### src/tpr_pkg.sv
/*
  Shared constants and types of the timer pin routing block.
  Assumes an 8-bit register port and one 20 MHz system clock.
*/
package tpr_pkg;
  localparam int ADDR_W = 6;
  localparam int DATA_W = 8;
  localparam int TIMERS = 4;
  localparam int PRESCALE_W = 6;
  // register offsets
  localparam logic [5:0] OFF_PIN_A = 6'h00;
  localparam logic [5:0] OFF_PIN_B = 6'h01;
  localparam logic [5:0] OFF_IRQ_STATUS = 6'h02;
  localparam logic [5:0] OFF_IRQ_MASK = 6'h03;
  // timer k sits at block k+1 of eight bytes
  localparam logic [2:0] SLOT_CTRL0 = 3'h0;
  localparam logic [2:0] SLOT_CTRL1 = 3'h1;
  localparam logic [2:0] SLOT_CMPA_LO = 3'h2;
  localparam logic [2:0] SLOT_CMPA_HI = 3'h3;
  localparam logic [2:0] SLOT_CMPP = 3'h4;
  // field positions
  localparam int LOW_INV_BIT = 7;
  localparam int HIGH_INV_BIT = 6;
  localparam int PAIR_SEL_LSB = 4;
  localparam int PAUSE_BIT = 7;
  localparam int CLKSEL_LSB = 4;
  localparam int ON_BIT = 3;
  localparam int MODE_LSB = 6;
  localparam int IO_LSB = 4;
  localparam int INIT_LEVEL_BIT = 3;
  localparam int CCLR_BIT = 0;
  // values after reset
  localparam logic [7:0] PIN_CTRL_RESET = 8'hC0;
  localparam logic [7:0] REG_RESET = 8'h00;
  // counter widths
  localparam int STD_WIDTH = 16;
  localparam int PER_WIDTH = 10;
  typedef enum logic [2:0] {
    CLK_SYS_DIV4 = 3'b000, CLK_SYS = 3'b001, CLK_HIGH_DIV16 = 3'b010,
    CLK_HIGH_DIV64 = 3'b011, CLK_TBC_A = 3'b100, CLK_TBC_B = 3'b101,
    CLK_PIN_RISE = 3'b110, CLK_PIN_FALL = 3'b111
  } tpr_clk_sel_e;
  typedef enum logic [1:0] {
    MODE_COMPARE = 2'b00, MODE_CAPTURE = 2'b01, MODE_PWM = 2'b10, MODE_TIMER = 2'b11
  } tpr_mode_e;
  typedef enum logic [1:0] {
    IO_KEEP = 2'b00, IO_LOW = 2'b01, IO_HIGH = 2'b10, IO_TOGGLE = 2'b11
  } tpr_io_e;
  typedef enum logic [1:0] {
    PAIR_GPIO = 2'b00, PAIR_HIGH = 2'b01, PAIR_LOW = 2'b10, PAIR_BOTH = 2'b11
  } tpr_pair_sel_e;
endpackage

### src/tpr_timer_if.sv
/*
  Carrier between the routing top and one timer core.
  Assumes the top drives setup and tick, the core answers with matches and level.
*/
`timescale 1ns/100ps
interface tpr_timer_if;
  import tpr_pkg::*;
  logic tick;
  logic on;
  logic pause;
  logic initLevel;
  logic clearOnA;
  tpr_mode_e mode;
  tpr_io_e io;
  logic [15:0] cmpA;
  logic [7:0] cmpP;
  logic matchA;
  logic matchP;
  logic level;
  modport ctl (output tick, on, pause, initLevel, clearOnA, mode, io, cmpA, cmpP,
    input matchA, matchP, level);
  modport tmr (input tick, on, pause, initLevel, clearOnA, mode, io, cmpA, cmpP,
    output matchA, matchP, level);
endinterface

### src/tpr_timer.sv
/*
  One timer core: up counter cleared on a match of A or P, comparators A and P, output level.
  Assumes tick is a one-cycle count enable on the system clock.
*/
`timescale 1ns/100ps
module tpr_timer
  import tpr_pkg::*;
#(
  parameter int W = STD_WIDTH
) (
  input wire logic clock,
  input wire logic sys_rst,
  tpr_timer_if.tmr tif
);
  if (W < 8 || W > 16) begin : g_bad_width
    $error("tpr_timer: counter width must be 8 to 16");
  end
  logic [W-1:0] count;
  logic onSeen;
  logic level;
  logic [W-1:0] next_count;
  logic next_level;
  // start clears the counter, compares run only on a live tick
  wire start = tif.on & ~onSeen;
  wire run = tif.tick & tif.on & ~tif.pause;
  wire hitA = run & (count == tif.cmpA[W-1:0]);
  wire hitP = run & (count[W-1 -: 8] == tif.cmpP);
  wire clearNow = tif.clearOnA ? hitA : hitP;
  wire compareMode = (tif.mode == MODE_COMPARE);
  assign tif.matchA = hitA;
  assign tif.matchP = hitP;
  assign tif.level = level;
  // next counter value and output level
  always_comb begin
    next_count = count;
    next_level = level;
    if (start) begin
      next_count = '0;
    end else if (clearNow) begin
      next_count = '0;
    end else if (run) begin
      next_count = count + {{(W-1){1'b0}}, 1'b1};
    end
    if (start && compareMode) begin
      next_level = tif.initLevel;
    end else if (hitA && compareMode) begin
      case (tif.io)
        IO_LOW: next_level = 1'b0;
        IO_HIGH: next_level = 1'b1;
        IO_TOGGLE: next_level = ~level;
        default: next_level = level;
      endcase
    end
  end
  // state registers
  always_ff @(posedge clock or posedge sys_rst) begin
    if (sys_rst) begin
      count <= '0;
      onSeen <= 1'b0;
      level <= 1'b0;
    end else begin
      count <= next_count;
      onSeen <= tif.on;
      level <= next_level;
    end
  end
endmodule

### src/tpr_deadtime.sv
/*
  Dead-time inserter for one complementary pair.
  Assumes drive is a registered level; both sides stay off for DEAD_CYCLES after a change.
*/
`timescale 1ns/100ps
module tpr_deadtime #(
  parameter int DEAD_CYCLES = 4
) (
  input wire logic clock,
  input wire logic sys_rst,
  input wire logic enable,
  input wire logic drive,
  output logic highSide,
  output logic lowSide
);
  if (DEAD_CYCLES < 1 || DEAD_CYCLES > 255) begin : g_bad_dead
    $error("tpr_deadtime: dead time must be 1 to 255 cycles");
  end
  localparam logic [7:0] DEAD_LOAD = 8'(DEAD_CYCLES);
  logic [7:0] gap;
  logic drivePrev;
  wire changed = drive ^ drivePrev;
  wire quiet = enable & (changed | (gap != 8'h00));
  // both sides off while the gap counter runs
  always_ff @(posedge clock or posedge sys_rst) begin
    if (sys_rst) begin
      gap <= 8'h00;
      drivePrev <= 1'b0;
      highSide <= 1'b0;
      lowSide <= 1'b1;
    end else begin
      drivePrev <= drive;
      gap <= (enable & changed) ? DEAD_LOAD - 8'h01 : (gap != 8'h00 ? gap - 8'h01 : 8'h00);
      highSide <= drive & ~quiet;
      lowSide <= ~drive & ~quiet;
    end
  end
endmodule

### src/tpr_top.sv
/*
  Timer pin routing top: four timers, clock selection, pin enables,
  complementary pairs with dead time, interrupt status and mask.
  Assumes a plain register port with read data one cycle after the strobe,
  and all pin inputs synchronous to clock.
*/
// Chosen here: the address-and-strobe port and the placing of the registers.
`timescale 1ns/100ps
module tpr_top
  import tpr_pkg::*;
#(
  parameter int DEAD_CYCLES = 4
) (
  input wire logic clock,
  input wire logic sys_rst,
  input wire logic [5:0] busAddress,
  input wire logic [7:0] busWriteData,
  input wire logic busWrite,
  input wire logic busRead,
  output logic [7:0] busReadData,
  input wire logic timeBaseTick,
  input wire logic [3:0] externalTimerClockIn,
  input wire logic [7:0] portDataInvert,
  output logic [3:0] externalClockConnected,
  output logic [7:0] timerPinEnable,
  output logic [7:0] timerOutputPin,
  output logic pair0HighOutput,
  output logic pair0LowOutput,
  output logic pair0HighEnable,
  output logic pair0LowEnable,
  output logic pair1HighOutput,
  output logic pair1LowOutput,
  output logic pair1HighEnable,
  output logic pair1LowEnable,
  output logic irq
);
  // registers
  logic [7:0] pinCtrlA;
  logic [7:0] pinCtrlB;
  logic [7:0] irqStatus;
  logic [7:0] irqMask;
  logic [7:0] ctrl0 [TIMERS];
  logic [7:0] ctrl1 [TIMERS];
  logic [7:0] cmpALo [TIMERS];
  logic [7:0] cmpAHi [TIMERS];
  logic [7:0] cmpP [TIMERS];
  logic [PRESCALE_W-1:0] prescale;
  logic [3:0] extPrev;
  logic [7:0] next_readData;
  logic [7:0] matchEvents;
  logic [3:0] tickVec;
  logic [3:0] levelVec;

  // address decode
  wire [2:0] blockNum = busAddress[5:3];
  wire [2:0] slot = busAddress[2:0];
  wire [2:0] blockLess = blockNum - 3'h1;
  wire [1:0] timerIdx = blockLess[1:0];
  wire isTimer = (blockNum >= 3'h1) && (blockNum <= 3'h4) && (slot <= SLOT_CMPP);
  wire hitPinA = (busAddress == OFF_PIN_A);
  wire hitPinB = (busAddress == OFF_PIN_B);
  wire hitStatus = (busAddress == OFF_IRQ_STATUS);
  wire hitMask = (busAddress == OFF_IRQ_MASK);
  wire statusReadClear = busRead & hitStatus;

  // clock enables: system clock and internal high clock share one rate here
  wire div4Tick = (prescale[1:0] == 2'h3);
  wire div16Tick = (prescale[3:0] == 4'hF);
  wire div64Tick = (prescale == 6'h3F);
  wire [3:0] extRise = externalTimerClockIn & ~extPrev;
  wire [3:0] extFall = ~externalTimerClockIn & extPrev;

  // free-running prescaler and pin edge history
  always_ff @(posedge clock or posedge sys_rst) begin
    if (sys_rst) begin
      prescale <= '0;
      extPrev <= 4'h0;
    end else begin
      prescale <= prescale + 6'h01;
      extPrev <= externalTimerClockIn;
    end
  end

  // per-timer clock select, carrier wiring and timer cores
  for (genvar k = 0; k < TIMERS; k++) begin : g_tmr
    tpr_timer_if tif ();
    tpr_clk_sel_e sel;
    logic tickSel;
    assign sel = tpr_clk_sel_e'(ctrl0[k][CLKSEL_LSB +: 3]);
    assign externalClockConnected[k] = sel[2] & sel[1];
    always_comb begin
      case (sel)
        CLK_SYS_DIV4: tickSel = div4Tick;
        CLK_SYS: tickSel = 1'b1;
        CLK_HIGH_DIV16: tickSel = div16Tick;
        CLK_HIGH_DIV64: tickSel = div64Tick;
        CLK_TBC_A: tickSel = timeBaseTick;
        CLK_TBC_B: tickSel = timeBaseTick;
        CLK_PIN_RISE: tickSel = extRise[k];
        CLK_PIN_FALL: tickSel = extFall[k];
        default: tickSel = 1'b0;
      endcase
    end
    assign tickVec[k] = tickSel;
    assign tif.tick = tickSel;
    assign tif.on = ctrl0[k][ON_BIT];
    assign tif.pause = ctrl0[k][PAUSE_BIT];
    assign tif.mode = tpr_mode_e'(ctrl1[k][MODE_LSB +: 2]);
    assign tif.io = tpr_io_e'(ctrl1[k][IO_LSB +: 2]);
    assign tif.initLevel = ctrl1[k][INIT_LEVEL_BIT];
    assign tif.clearOnA = ctrl1[k][CCLR_BIT];
    assign tif.cmpA = {cmpAHi[k], cmpALo[k]};
    assign tif.cmpP = cmpP[k];
    assign matchEvents[2*k] = tif.matchA;
    assign matchEvents[2*k+1] = tif.matchP;
    assign levelVec[k] = tif.level;
    tpr_timer #(.W(k == 0 ? STD_WIDTH : PER_WIDTH)) u_timer (
      .clock(clock),
      .sys_rst(sys_rst),
      .tif(tif)
    );
  end

  // register writes; hardware set wins over read clear of status
  always_ff @(posedge clock or posedge sys_rst) begin
    if (sys_rst) begin
      pinCtrlA <= PIN_CTRL_RESET;
      pinCtrlB <= PIN_CTRL_RESET;
      irqStatus <= REG_RESET;
      irqMask <= REG_RESET;
      for (int i = 0; i < TIMERS; i++) begin
        ctrl0[i] <= REG_RESET;
        ctrl1[i] <= REG_RESET;
        cmpALo[i] <= REG_RESET;
        cmpAHi[i] <= REG_RESET;
        cmpP[i] <= REG_RESET;
      end
    end else begin
      irqStatus <= (irqStatus & ~{8{statusReadClear}}) | matchEvents;
      if (busWrite && hitPinA) begin
        pinCtrlA <= busWriteData;
      end
      if (busWrite && hitPinB) begin
        pinCtrlB <= busWriteData;
      end
      if (busWrite && hitMask) begin
        irqMask <= busWriteData;
      end
      for (int i = 0; i < TIMERS; i++) begin
        if (busWrite && isTimer && timerIdx == 2'(i)) begin
          case (slot)
            SLOT_CTRL0: ctrl0[i] <= busWriteData & 8'hF8;
            SLOT_CTRL1: ctrl1[i] <= busWriteData;
            SLOT_CMPA_LO: cmpALo[i] <= busWriteData;
            SLOT_CMPA_HI: cmpAHi[i] <= busWriteData;
            SLOT_CMPP: cmpP[i] <= busWriteData;
            default: ;
          endcase
        end
      end
    end
  end

  // read data select; unmapped addresses read zero
  always_comb begin
    next_readData = 8'h00;
    if (busRead) begin
      if (hitPinA) begin
        next_readData = pinCtrlA;
      end else if (hitPinB) begin
        next_readData = pinCtrlB;
      end else if (hitStatus) begin
        next_readData = irqStatus;
      end else if (hitMask) begin
        next_readData = irqMask;
      end else if (isTimer) begin
        case (slot)
          SLOT_CTRL0: next_readData = ctrl0[timerIdx];
          SLOT_CTRL1: next_readData = ctrl1[timerIdx];
          SLOT_CMPA_LO: next_readData = cmpALo[timerIdx];
          SLOT_CMPA_HI: next_readData = cmpAHi[timerIdx];
          SLOT_CMPP: next_readData = cmpP[timerIdx];
          default: next_readData = 8'h00;
        endcase
      end
    end
  end

  // pair field decode
  tpr_pair_sel_e pair0Sel;
  tpr_pair_sel_e pair1Sel;
  assign pair0Sel = tpr_pair_sel_e'(pinCtrlA[PAIR_SEL_LSB +: 2]);
  assign pair1Sel = tpr_pair_sel_e'(pinCtrlB[PAIR_SEL_LSB +: 2]);
  wire pair0DeadOn = (pair0Sel == PAIR_BOTH);
  wire pair1DeadOn = (pair1Sel == PAIR_BOTH);
  logic dt0High;
  logic dt0Low;
  logic dt1High;
  logic dt1Low;

  // dead-time inserters, pair 0 from timer 0, pair 1 from timer 2
  tpr_deadtime #(.DEAD_CYCLES(DEAD_CYCLES)) u_dead0 (
    .clock(clock),
    .sys_rst(sys_rst),
    .enable(pair0DeadOn),
    .drive(levelVec[0]),
    .highSide(dt0High),
    .lowSide(dt0Low)
  );
  tpr_deadtime #(.DEAD_CYCLES(DEAD_CYCLES)) u_dead1 (
    .clock(clock),
    .sys_rst(sys_rst),
    .enable(pair1DeadOn),
    .drive(levelVec[2]),
    .highSide(dt1High),
    .lowSide(dt1Low)
  );

  // pin values: both pins of each timer may be inverted by port data
  wire [7:0] next_pins = {
    levelVec[3] ^ portDataInvert[7], levelVec[3] ^ portDataInvert[6],
    levelVec[2] ^ portDataInvert[5], levelVec[2] ^ portDataInvert[4],
    levelVec[1] ^ portDataInvert[3], levelVec[1] ^ portDataInvert[2],
    levelVec[0] ^ portDataInvert[1], levelVec[0] ^ portDataInvert[0]};

  // output registers
  always_ff @(posedge clock or posedge sys_rst) begin
    if (sys_rst) begin
      busReadData <= 8'h00;
      irq <= 1'b0;
      timerOutputPin <= 8'h00;
      timerPinEnable <= 8'h00;
      pair0HighOutput <= 1'b0;
      pair0LowOutput <= 1'b0;
      pair1HighOutput <= 1'b0;
      pair1LowOutput <= 1'b0;
      pair0HighEnable <= 1'b0;
      pair0LowEnable <= 1'b0;
      pair1HighEnable <= 1'b0;
      pair1LowEnable <= 1'b0;
    end else begin
      busReadData <= next_readData;
      irq <= |(irqStatus & irqMask);
      timerOutputPin <= next_pins;
      timerPinEnable <= {pinCtrlB[3:0], pinCtrlA[3:0]};
      pair0HighOutput <= dt0High ^ pinCtrlA[HIGH_INV_BIT];
      pair0LowOutput <= dt0Low ^ pinCtrlA[LOW_INV_BIT];
      pair1HighOutput <= dt1High ^ pinCtrlB[HIGH_INV_BIT];
      pair1LowOutput <= dt1Low ^ pinCtrlB[LOW_INV_BIT];
      pair0HighEnable <= pair0Sel[0];
      pair0LowEnable <= pair0Sel[1];
      pair1HighEnable <= pair1Sel[0];
      pair1LowEnable <= pair1Sel[1];
    end
  end
endmodule

### config.mk
export PLATFORM = sky130hd
export DESIGN_NAME = tpr_top
export DESIGN_NICKNAME = d
export VERILOG_FILES = /design/src/tpr_pkg.sv /design/src/tpr_timer_if.sv /design/src/tpr_timer.sv /design/src/tpr_deadtime.sv /design/src/tpr_top.sv
export SDC_FILE = /design/constraint.sdc
export NUM_CORES = 1
export LEC_CHECK = 0
export BUFFER_PORTS_ARGS = -buffer_cell sky130_fd_sc_hd__buf_2
export CORE_ASPECT_RATIO = 2
export CORE_MARGIN = 8
export CORE_UTILIZATION = 30
export CTS_CLUSTER_SIZE = 30
export DETAILED_ROUTE_END_ITERATION = 10
export PLACE_DENSITY_LB_ADDON = 0.3
export SYNTH_ARGS = -nofsm -noshare
export SYNTH_HDL_FRONTEND = slang
export SYNTH_SLANG_ARGS = --single-unit
### constraint.sdc
create_clock -name clock -period 10.7 [get_ports clock]
set_input_delay 1.07 -clock clock [delete_from_list [all_inputs] [get_ports clock]]
set_output_delay 1.07 -clock clock [all_outputs]
set_load 0.03 [all_outputs]
==> results of run 1 <==
==> cell usage in the layout, fill, tap and decap left out, types with 13 or more instances in the layout <==
cell / count
clkbuf_16: 27
nand4_1: 25
a21oi_1: 28
inv_1: 26
dfrtp_1: 293
xor2_1: 52
o22ai_1: 16
xnor2_1: 91
nor2_1: 85
mux4_2: 22
nor3_1: 15
a22oi_1: 20
nand2b_1: 13
mux2i_1: 33
nand3_1: 28
ha_1: 13
mux2_2: 173
buf_2: 67
nand2_1: 52
==> metrics by stage <==
stage	utilization (%)	cells	power, mW
6_report	34.3	1916	3.18
2_1_floorplan	-	1215	1.91
5_1_grt	34.3	1916	3.33
3_3_place_gp	32.3	1868	2.13
3_5_place_dp	32.3	1868	2.15
4_1_cts	34.3	1916	3.22
==> state kept, by name, summed over array words and instances, names as in the netlist, 4 cells and up <==
signal and count:
g_tmr.tif.cmpP 32, busReadData 8, prescale 6, ctrl1 32
irqMask 8, u_dead0.gap 8, cmpAHi 32, pinCtrlA 8
g_tmr.u_timer.count 46, extPrev 4, pinCtrlB 8, timerOutputPin 8
ctrl0 20, timerPinEnable 8, g_tmr.u_timer.onSeen 4, irqStatus 8
g_tmr.u_timer.tif.level 4, cmpALo 32, u_dead1.gap 8
==> power groups by stage <==
stage | clock network, mW | registers (mW) | logic, mW
floorplan | 0 | 1.51 | 0.401
global placement | 0 | 1.57 | 0.567
detailed placement | 0 | 1.57 | 0.586
CTS | 1.09 | 1.55 | 0.589
global route | 1.12 | 1.56 | 0.641
finish | 1.06 | 1.55 | 0.580
==> worst paths after layout <==
path | startpoint | endpoint | slack (ns) | cells after the start
worst max-delay path | busAddress[3] | busReadData[3] | 7.06 | 10
worst min-delay path | pinCtrlB[1] | timerPinEnable[5] | 0.41 | 0
worst max register to register | prescale[0] | g_tmr[1].u_timer.count[9] | 7.41 | 7
worst min register to register | pinCtrlB[1] | timerPinEnable[5] | 0.41 | 0
max in group asynchronous | sys_rst | g_tmr[0].u_timer.count[3] | 8.72 | 3
min in group asynchronous | sys_rst | prescale[4] | 0.59 | 2
==> layer usage <==
layer  part of all wire, %  global-route usage (%)  up-vias
met4                    12                    17.1        0
met2                    54                    31.5      284
met3                   3.5                    1.68      153
met5                     0                       0        -
met1                    31                    15.0     5103
li1                      -                       -     4446
==> cell type report <==
type / instances / area [sq um]
Fill cell: 4863 / 31700
Sequential cell: 299 / 7490
Multi-Input combinational cell: 829 / 6790
Tap cell: 638 / 798
Clock buffer: 40 / 785
Timing Repair Buffer: 75 / 408
Clock inverter: 8 / 169
Inverter: 27 / 109
==> cell families (layout without fill, tap and decap cells) <==
kind of cell | after synthesis | in the layout
adder cells (fa/ha/maj) | 14 | 14
AO/OA/AOI/OAI | 145 | 145
AND/OR/NAND/NOR | 299 | 299
XOR/XNOR | 143 | 143
multiplexers | 228 | 228
flip-flops | 299 | 299
buffers and inverters | 87 | 150
==> impl_results.md, run 1 <==
* Status: completed
* Placed cell area at about 16000 sq um
* Slew margin rel. at 31.5%
* Sequential share of power at about half
* Setup ws final at just over 7 ns
* Max Cap Viol at 0
* Worst setup SP type: primary input
* Resized cells post-CTS at 0
* # setup viols final at 0
* Largest cells by area after synthesis: dfrtp_1 50%, mux2_2 13%, xnor2_1 5.5%
* First-pass GRT wire length at around 70000 um
* Fin. max-slew vios at 0
* Leakage at 7.48 nW
* I/O Buffers at 67
* Synth Area in Compound Gates at ~7%
* Hold crit path type: flop to flop
* Synth Area in Adders at about 1.2%
* Synth cell count leaders: 293 x dfrtp_1, 173 x mux2_2, 91 x xnor2_1, 85 x nor2_1
* Mux cell area share after synthesis at approximately a fifth
* Final WL at 47300 um
* Core area at a little under 50000 sq um
* Nets at 1304
* Worst slew pin tran at around 1.0 ns
* Kind of cell adding the most delay to the critical path: buffers and inverters
* Final Hold Fails at 0
* RSZ-0062 raised after global routing: no
* Post-synthesis sequential area ratio at ~50%
* Layout cell share with drive strength beyond 1 at between 20% and 30%
* Overflow after GRT at 0
* Via-to-Cell Ratio at approximately 5.2
* Crit-path max FO at 52
* Sw Ratio at a little under a third
* Setup tns final at 0 ns
* Post-CTS Setup Bufs at 0
* Htree depth at 1
* Detailed Place HPWL at 36200 um
* Largest net degree at the start of global routing at 152
* Setup CP Type: primary input to flop
* Via count of the routed design at 9986
* Internal at ~2.2 mW
* Initial antenna violation count at 0
* Hold buffers post-CTS at 0
* Dominant synthesized flop cell: dfrtp_1
* Number of DRC markers in iteration 0 at 651
* CP endpoint kind: flop
* Biggest area consumer among synthesized cells: dfrtp_1
* Hold slack at 0.405 ns
* Xor/xnor cell area share of the yosys netlist at roughly 8.6%
* Mapped Cells at between 1000 and 1500
* Die width at around 170 um
* Critical-path cell list: buf_2 > inv_1 > ha_2 > buf_4 > mux2i_1 > o22ai_1 > nor2_1 > nand3_1 > o2111ai_1 > a21boi_1
* FFs w/ async S/R, synth at 100%
* Clock skew at just over 0.01 ns
* Simple-gate share of the synthesized area at 10.7%
* Num Clock Sinks at roughly 300
* Number of global-route vias before repair at ~11000
* Final Cell Area at 16500 sq um
* Antenna Cells at 0
* Switching power at between 0.9 and 1 mW
* Post-DRT Antenna Nets at 0
* Synthesized flop and latch total at around 300
* Area growth, synth to finish at 13.2%
* GPL Wtd Cong at 0.950
* Worst-path clk slew at about 0.07 ns
* Drt first pass iters at 4
* Crit-path slowest cell: buf_2
* CTS Root Cell: clkbuf_16
* DIE AREA at roughly 56000 sq um
* Clock Power Share at between 30 and 40%
* Syn avg cell area at ~12 sq um
* Mapped Nets at between 1000 and 1500
* Max VDD drop at about 140 uV
* Top-level I/O count at 68
* Delay of the slowest cell on the worst path at around 0.73 ns
* Period minus WS final at 3.64 ns
* Bufs on Longest Clock Path at 3
* All-Layer GR Usage at 16.9%
* Routed WL per cell at 24.7 um
* CTS tree: yes
* Largest family of logic cells by synthesized area: multiplexers
* Post-synth EDFFs at 0
* Residual DRC at 0
* Comb pwr share at 18.2%
* Place WS at around 6.5 ns
* Post-synth cell types at 70
* Die H at roughly 330 um
* Post-Syn Area at 14600 sq um
* Worst endpoint data arrival time at between 4 and 5 ns
* Fmax at 275 MHz
* Pwr/cell area at approximately 190 nW/um^2
* Rows at 114
* Initial Util at 30.3%
* Final Cycle Share at between 30% and 40%
* Yosys warns at 0
* Yosys top cell area share at ~50%
* CP Buf/Inv Count at 3
* Worst Path Required at ~11 ns
* Worst-Skew Late Latency at around 0.55 ns
* CTS buffer count at 27
* Most common cell in the synthesized netlist: dfrtp_1
(Power assumes the default switching activity.)
==> run 2: changes to the inputs <==
==> constraint.sdc (replaced) <==
create_clock -name clock -period 3.6 [get_ports clock]
set_input_delay 0.36 -clock clock [delete_from_list [all_inputs] [get_ports clock]]
set_output_delay 0.36 -clock clock [all_outputs]
set_load 0.03 [all_outputs]
==> run 2 against run 1 <==
  * Combinational power grew to 3.1 times the previous value
  * Clock skew is 0.028 ns higher
  * Die area stayed put
  * Flip-flop and latch count stayed put
  * Worst setup slack worse by 6.3 ns
  * Routed wire length is 0.76% lower
  * Core utilization is 0.49 points higher
  * Worst hold slack worse by 0.34 ns
  * Via count is 0.79% higher
  * Sequential power grew to 2.9 times the previous value
  * Clock power grew to 3.0 times the previous value
  * Count of clock-buffer cells in the layout is 5 lower
  * Largest power group unchanged
==> impl_results.md, run 2 (synthesized netlist as in run 1, its figures left out) <==
* R2R Path End: g_tmr[2].u_timer.count[9]
* Worst Reg-to-Reg Cells at 7
* Worst-path clk slew at 0.07 ns
* Die width at 172 um
* Worst Path Required at slightly above 4 ns
* Largest Register: g_tmr.u_timer.count
* Worst slew pin tran at roughly 0.9 ns
* All-Layer GR Usage at ~17%
* Antenna Cells at 0
* Leakage at between 7 and 8 nW
* Max Cap Viol at 0
* Hold EP: extPrev[0]
* Period minus WS final at 2.85 ns
* Crit-path max FO at 16
* Placed cell area at about 16000 sq um
* Hold slack at 0.0683 ns
* Sequential cell area at between 7000 and 8000 sq um
* Via count of the routed design at roughly 10000
* CP endpoint kind: flop
* CTS Root Cell: clkbuf_16
* Nets at around 1300
* Layout cell share with drive strength beyond 1 at a little over a quarter
* Die H at 328 um
* # fillers at between 4000 and 5000
* GPL Wtd Cong at between 0.9 and 1
* Fin. max-slew vios at 0
* Worst setup SP type: flop
* Htree depth at 1
* # setup viols final at 0
* RR Startpoint: prescale[0]
* Hold Path Depth at 1
* Pwr/cell area at ~570 nW/um^2
* I/O Buffers at between 60 and 70
* Area growth, synth to finish at 14.8%
* RSZ-0062 raised after global routing: no
* Slew margin rel. at 40.3%
* Commonest cells after routing, fill and taps aside: 293 x dfrtp_1, 173 x mux2_2, 91 x xnor2_1
* Final Cycle Share at 79.1%
* Largest net degree at the start of global routing at 95
* Hold Startpoint: externalTimerClockIn[0]
* First-pass GRT wire length at roughly 70000 um
* Overflow after GRT at 0
* Number of DRC markers in iteration 0 at 676
* Final WL at 46900 um
* CTS buffer count at 26
* Num Clock Sinks at 299
* Detailed Place HPWL at between 30000 and 40000 um
* Rows at ~110
* Max reg flops at 46
* CTS tree: yes
* Area of the multi-input gates at between 6000 and 7000 sq um
* Worst-Skew Late Latency at about 0.58 ns
* Final Cell Area at 16800 sq um
* Status: completed
* Most common cell after layout, fill and taps aside: dfrtp_1
* Residual DRC at 0
* Final Hold Fails at 0
* Initial Util at slightly above 30%
* Initial antenna violation count at 0
* Top-level I/O count at 68
* Setup CP Type: flop to flop
* Clock skew at 0.0380 ns
* Via-to-Cell Ratio at ~5.2
* Routed WL per cell at 24.2 um
* Drt first pass iters at 5
* Worst endpoint data arrival time at ~3.3 ns
* Bufs on Longest Clock Path at 3
* Fmax at between 300 and 400 MHz
* Number of global-route vias before repair at 10700
* Max VDD drop at between 300 and 400 uV
* Setup slack, reg-to-reg at approximately 0.75 ns
* Post-DRT Antenna Nets at 0
* DIE AREA at about 56000 sq um
* Core area at approximately 48000 sq um
* Resized cells post-CTS at 0
* Hold crit path type: primary input to flop
## run 2: cell count changes in the layout (fill, tap and decap cells not counted), sizes merged
cell | before | now
clkinvlp | 0 | 3
dlygate4sd3 | 0 | 12
clkbuf | 40 | 35
inv | 27 | 28
clkinv | 3 | 4
buf | 75 | 87
## run 2: repair_timing
action | CTS | global route
hold endpoints to repair | 29 | 0
hold buffers | 12 | 0
setup buffers | 0 | 0
setup endpoints to repair | 0 | 0
## run 2: cell type report
class,instances,share of cell area [%]
Multi-Input combinational cell,829,40.5
Sequential cell,299,44.6
Timing Repair Buffer,99,3.83
Clock buffer,35,4.44
Inverter,27,0.626
Clock inverter,13,1.27
Tap cell,638,4.76
## run 2: worst max path at each step
stage	startpoint	end	cells after the start
finish	prescale[0]	g_tmr[2].u_timer.count[9]	7
global route	prescale[0]	g_tmr[2].u_timer.count[8]	7
global placement	busAddress[3]	pinCtrlA[2]	6
detailed placement	prescale[0]	g_tmr[2].u_timer.count[6]	7
CTS	prescale[0]	g_tmr[2].u_timer.count[9]	7
floorplan	sys_rst	busReadData[0]	1
## run 2: through the flow
| stage | cells | setup WS [ns] | total power [mW] | util (%) | setup TNS [ns] |
|---|---|---|---|---|---|
| detailed placement | 1880 | 0.744 | 6.40 | 32.6 | 0 |
| finish | 1940 | 0.752 | 9.50 | 34.8 | 0 |
| CTS | 1940 | 0.728 | 9.60 | 34.8 | 0 |
| global route | 1940 | 0.552 | 9.90 | 34.8 | 0 |
| global placement | 1880 | 0.783 | 6.35 | 32.6 | 0 |
| floorplan | 1215 | -0.728 | 5.67 | - | -213.35 |
## run 2: per-layer routing
metal	wire length, um	global-route usage, %	vias up
li1	-	-	4481
met1	14600	14.9	5155
met2	25600	31.8	289
met3	1730	1.61	140
met4	5030	15.6	0
met5	0	0	-
## run 2: worst max-delay path, cell delays in order, from the launching register on
cell,delay (ns)
dfrtp_1,0.38
ha_1,0.32
nand3_2,0.19
a211oi_2,0.25
o2111ai_2,0.41
and2_1,0.50
or4_1,0.57
a21oi_1,0.17
## run 2: power by group
| part | total (mW) | leakage (nW) | internal, mW | switching [mW] |
|---|---|---|---|---|
| Combinational | 1.77 | 3.17 | 0.812 | 0.953 |
| Sequential | 4.56 | 3.95 | 3.91 | 0.654 |
| Clock | 3.17 | 0.466 | 1.82 | 1.35 |
| Total | 9.50 | 7.59 | 6.54 | 2.96 |
==> run 3: changes to the inputs <==
==> constraint.sdc (replaced) <==
create_clock -name clock -period 2.56 [get_ports clock]
set_input_delay 0.256 -clock clock [delete_from_list [all_inputs] [get_ports clock]]
set_output_delay 0.256 -clock clock [all_outputs]
set_load 0.03 [all_outputs]
==> run 3 against run 2 <==
  * Routed wire length decreased by 0.37%
  * Fmax grew 15%
  * Cell area rose by 3.1%
  * Critical endpoint is now g_tmr[0].u_timer.tif.level
  * Flip-flop and latch count did not move
  * Non-clock buffer count is 65 higher
  * Global-route usage about the same
  * Highest routed layer unchanged
  * Worst setup slack worse by 0.66 ns
  * Critical path type unchanged
==> impl_results.md, run 3 (synthesized netlist as in run 1, its figures left out) <==
* Status: completed
* Worst endpoint data arrival time at 2.93 ns
* Post-DRT Antenna Nets at 0
* Antenna Cells at 0
* Hold Startpoint: busRead
* Drt first pass iters at 5
* Die width at 172 um
* Worst Path Required at approximately 3.0 ns
* Area growth, synth to finish at 18.4%
* Hold EP: busReadData[0]
* Pwr/cell area at between 700 and 800 nW/um^2
* Die H at around 330 um
* Largest net degree at the start of global routing at 99
* Comb pwr share at 19.8%
* Initial antenna violation count at 1
* Sequential share of power at 48.2%
* Initial Util at between 30 and 40%
* Worst setup SP type: flop
* Internal at between 9 and 10 mW
* Switching power at slightly above 4 mW
* Bufs on Longest Clock Path at 3
* Max VDD drop at approximately 460 uV
* I/O Buffers at 67
* Setup tns final at 0 ns
* CTS buffer count at 26
* Via count of the routed design at a little over 10000
* Kind of cell adding the most delay to the critical path: simple AND/OR/NAND/NOR gates
* CP Buf/Inv Count at 2
* Number of DRC markers in iteration 0 at ~600
* Post-CTS Setup Bufs at 0
* Hold crit path type: primary input to flop
* Core area at slightly below 50000 sq um
* Fmax at between 400 and 500 MHz
* Fin. max-slew vios at 0
* Period minus WS final at approximately 2.5 ns
* Crit-path slowest cell: nor3_2
* Nets at roughly 1400
* Num Clock Sinks at roughly 300
* Commonest cells after routing, fill and taps aside: 293 x dfrtp_1, 173 x mux2_2, 91 x xnor2_1
* Inst Count DP at about 1900
* Most common cell after layout, fill and taps aside: dfrtp_1
* Final Util at ~36%
* CP endpoint kind: flop
* Layout cell share with drive strength beyond 1 at a little under a third
* DIE AREA at between 50000 and 60000 sq um
* Largest Register: g_tmr.u_timer.count
* Final Cell Area at around 17000 sq um
* Routed WL per cell at between 20 and 25 um
* Most frequent cell on the critical path: buf_4
* Detailed Place HPWL at between 30000 and 40000 um
* CTS Root Cell: clkbuf_16
* Setup slack, reg-to-reg at slightly above 0.09 ns
* Max reg flops at 46
* Slew margin rel. at slightly below 50%
* First-pass GRT wire length at about 70000 um
* RSZ-0062 raised after global routing: no
* Sw Ratio at 31.4%
* Worst Reg-to-Reg Cells at 9
* Delay of the slowest cell on the worst path at approximately 0.50 ns
* Final Cycle Share at 96.4%
* Rows at around 110
* Post-Layout Cell Count at roughly 2000
* Leakage at 7.89 nW
* Placed cell area at between 15000 and 20000 sq um
* RR Startpoint: prescale[0]
* Critical-path cell list: ha_1 > nor3_1 > a2111oi_1 > buf_4 > nor3_2 > nor2b_1 > buf_4 > a31o_2 > a22o_1
* Worst-Skew Late Latency at 0.56 ns
* Critical Path Start: prescale[0]
* Hold slack at 0.0456 ns
* Worst slew pin tran at roughly 0.77 ns
* Via-to-Cell Ratio at between 5 and 6
* GPL Wtd Cong at roughly 0.93
* Setup CP Type: flop to flop
* Final WL at ~47000 um
* Crit-path max FO at 4
* # setup viols final at 0
* R2R Path End: g_tmr[0].u_timer.tif.level
* Htree depth at 1
* Worst-path clk slew at around 0.080 ns
* Final Hold Fails at 0
* All-Layer GR Usage at 16.7%
* Top-level I/O count at 68
* CTS tree: yes
* Number of global-route vias before repair at 10900
* Max Cap Viol at 0
* Clock Power Share at about a third
* Residual DRC at 0
* Hold Path Depth at 3
* Overflow after GRT at 0
* Clock skew at around 0.019 ns
run 3: cell count changes in the layout (fill, tap and decap cells not counted), sizes merged:
| cell | before | now |
|---|---|---|
| clkinv | 4 | 5 |
| clkbuf | 35 | 36 |
| inv | 28 | 27 |
| bufinv | 5 | 3 |
| buf | 87 | 151 |
| dlygate4sd3 | 12 | 13 |
| clkinvlp | 3 | 4 |
run 3: per-stage QoR:
| step | setup WS, ns | total power [mW] |
|---|---|---|
| after floorplan | -1.66 | 7.98 |
| after global placement | -0.177 | 9.03 |
| after detailed placement | -0.188 | 9.09 |
| after CTS | 0.0449 | 13.3 |
| after global routing | 0.00172 | 13.8 |
| final | 0.0920 | 13.2 |
run 3: metal layers:
metal | track usage, % | wire length (um) | vias up
li1 | - | - | 4625
met3 | 1.79 | 1720 | 135
met5 | 0 | 0 | -
met4 | 14.8 | 4450 | 0
met1 | 15.3 | 14700 | 5318
met2 | 31.5 | 25900 | 266
run 3: power by group through the flow:
stage          Sequential [mW]  Combinational (mW)  Clock (mW)
6_report                  6.37                2.62        4.21
5_1_grt                   6.45                2.87        4.50
4_1_cts                   6.38                2.65        4.32
3_5_place_dp              6.47                2.62           0
3_3_place_gp              6.45                2.58           0
2_1_floorplan             6.30                1.68           0
run 3: worst max-delay path by stage:
stage / slack [ns] / cells after the start / to
after CTS: 0.04 / 7 / g_tmr[2].u_timer.count[6]
final: 0.09 / 9 / g_tmr[0].u_timer.tif.level
after detailed placement: -0.19 / 9 / g_tmr[0].u_timer.tif.level
after floorplan: -1.66 / 1 / busReadData[0]
after global placement: -0.18 / 9 / g_tmr[0].u_timer.tif.level
after global routing: 0.002 / 9 / g_tmr[0].u_timer.tif.level
run 3: tightest hold or removal path, delay by kind of cell:
| kind | cells | cell delay, ns |
|---|---|---|
| AOI/OAI and AO/OA | 2 | 0.14 |
| buffers and inverters | 1 | 0.16 |
run 3: repair_timing:
action,4_1_cts,5_1_grt
hold buffers,13,0
endpoints found under the setup margin,17,29
gates resized for setup,1,6
hold endpoints to repair,145,0
run 3: layout make-up:
class / instances / area [sq um]
fillers: 4761 / 30900
flip-flops and latches: 299 / 7490
clock inverters: 12 / 161
clock buffers: 36 / 739
repair buffers: 164 / 1180
inverters: 27 / 105
multi-input cells: 829 / 6830
well taps: 638 / 798
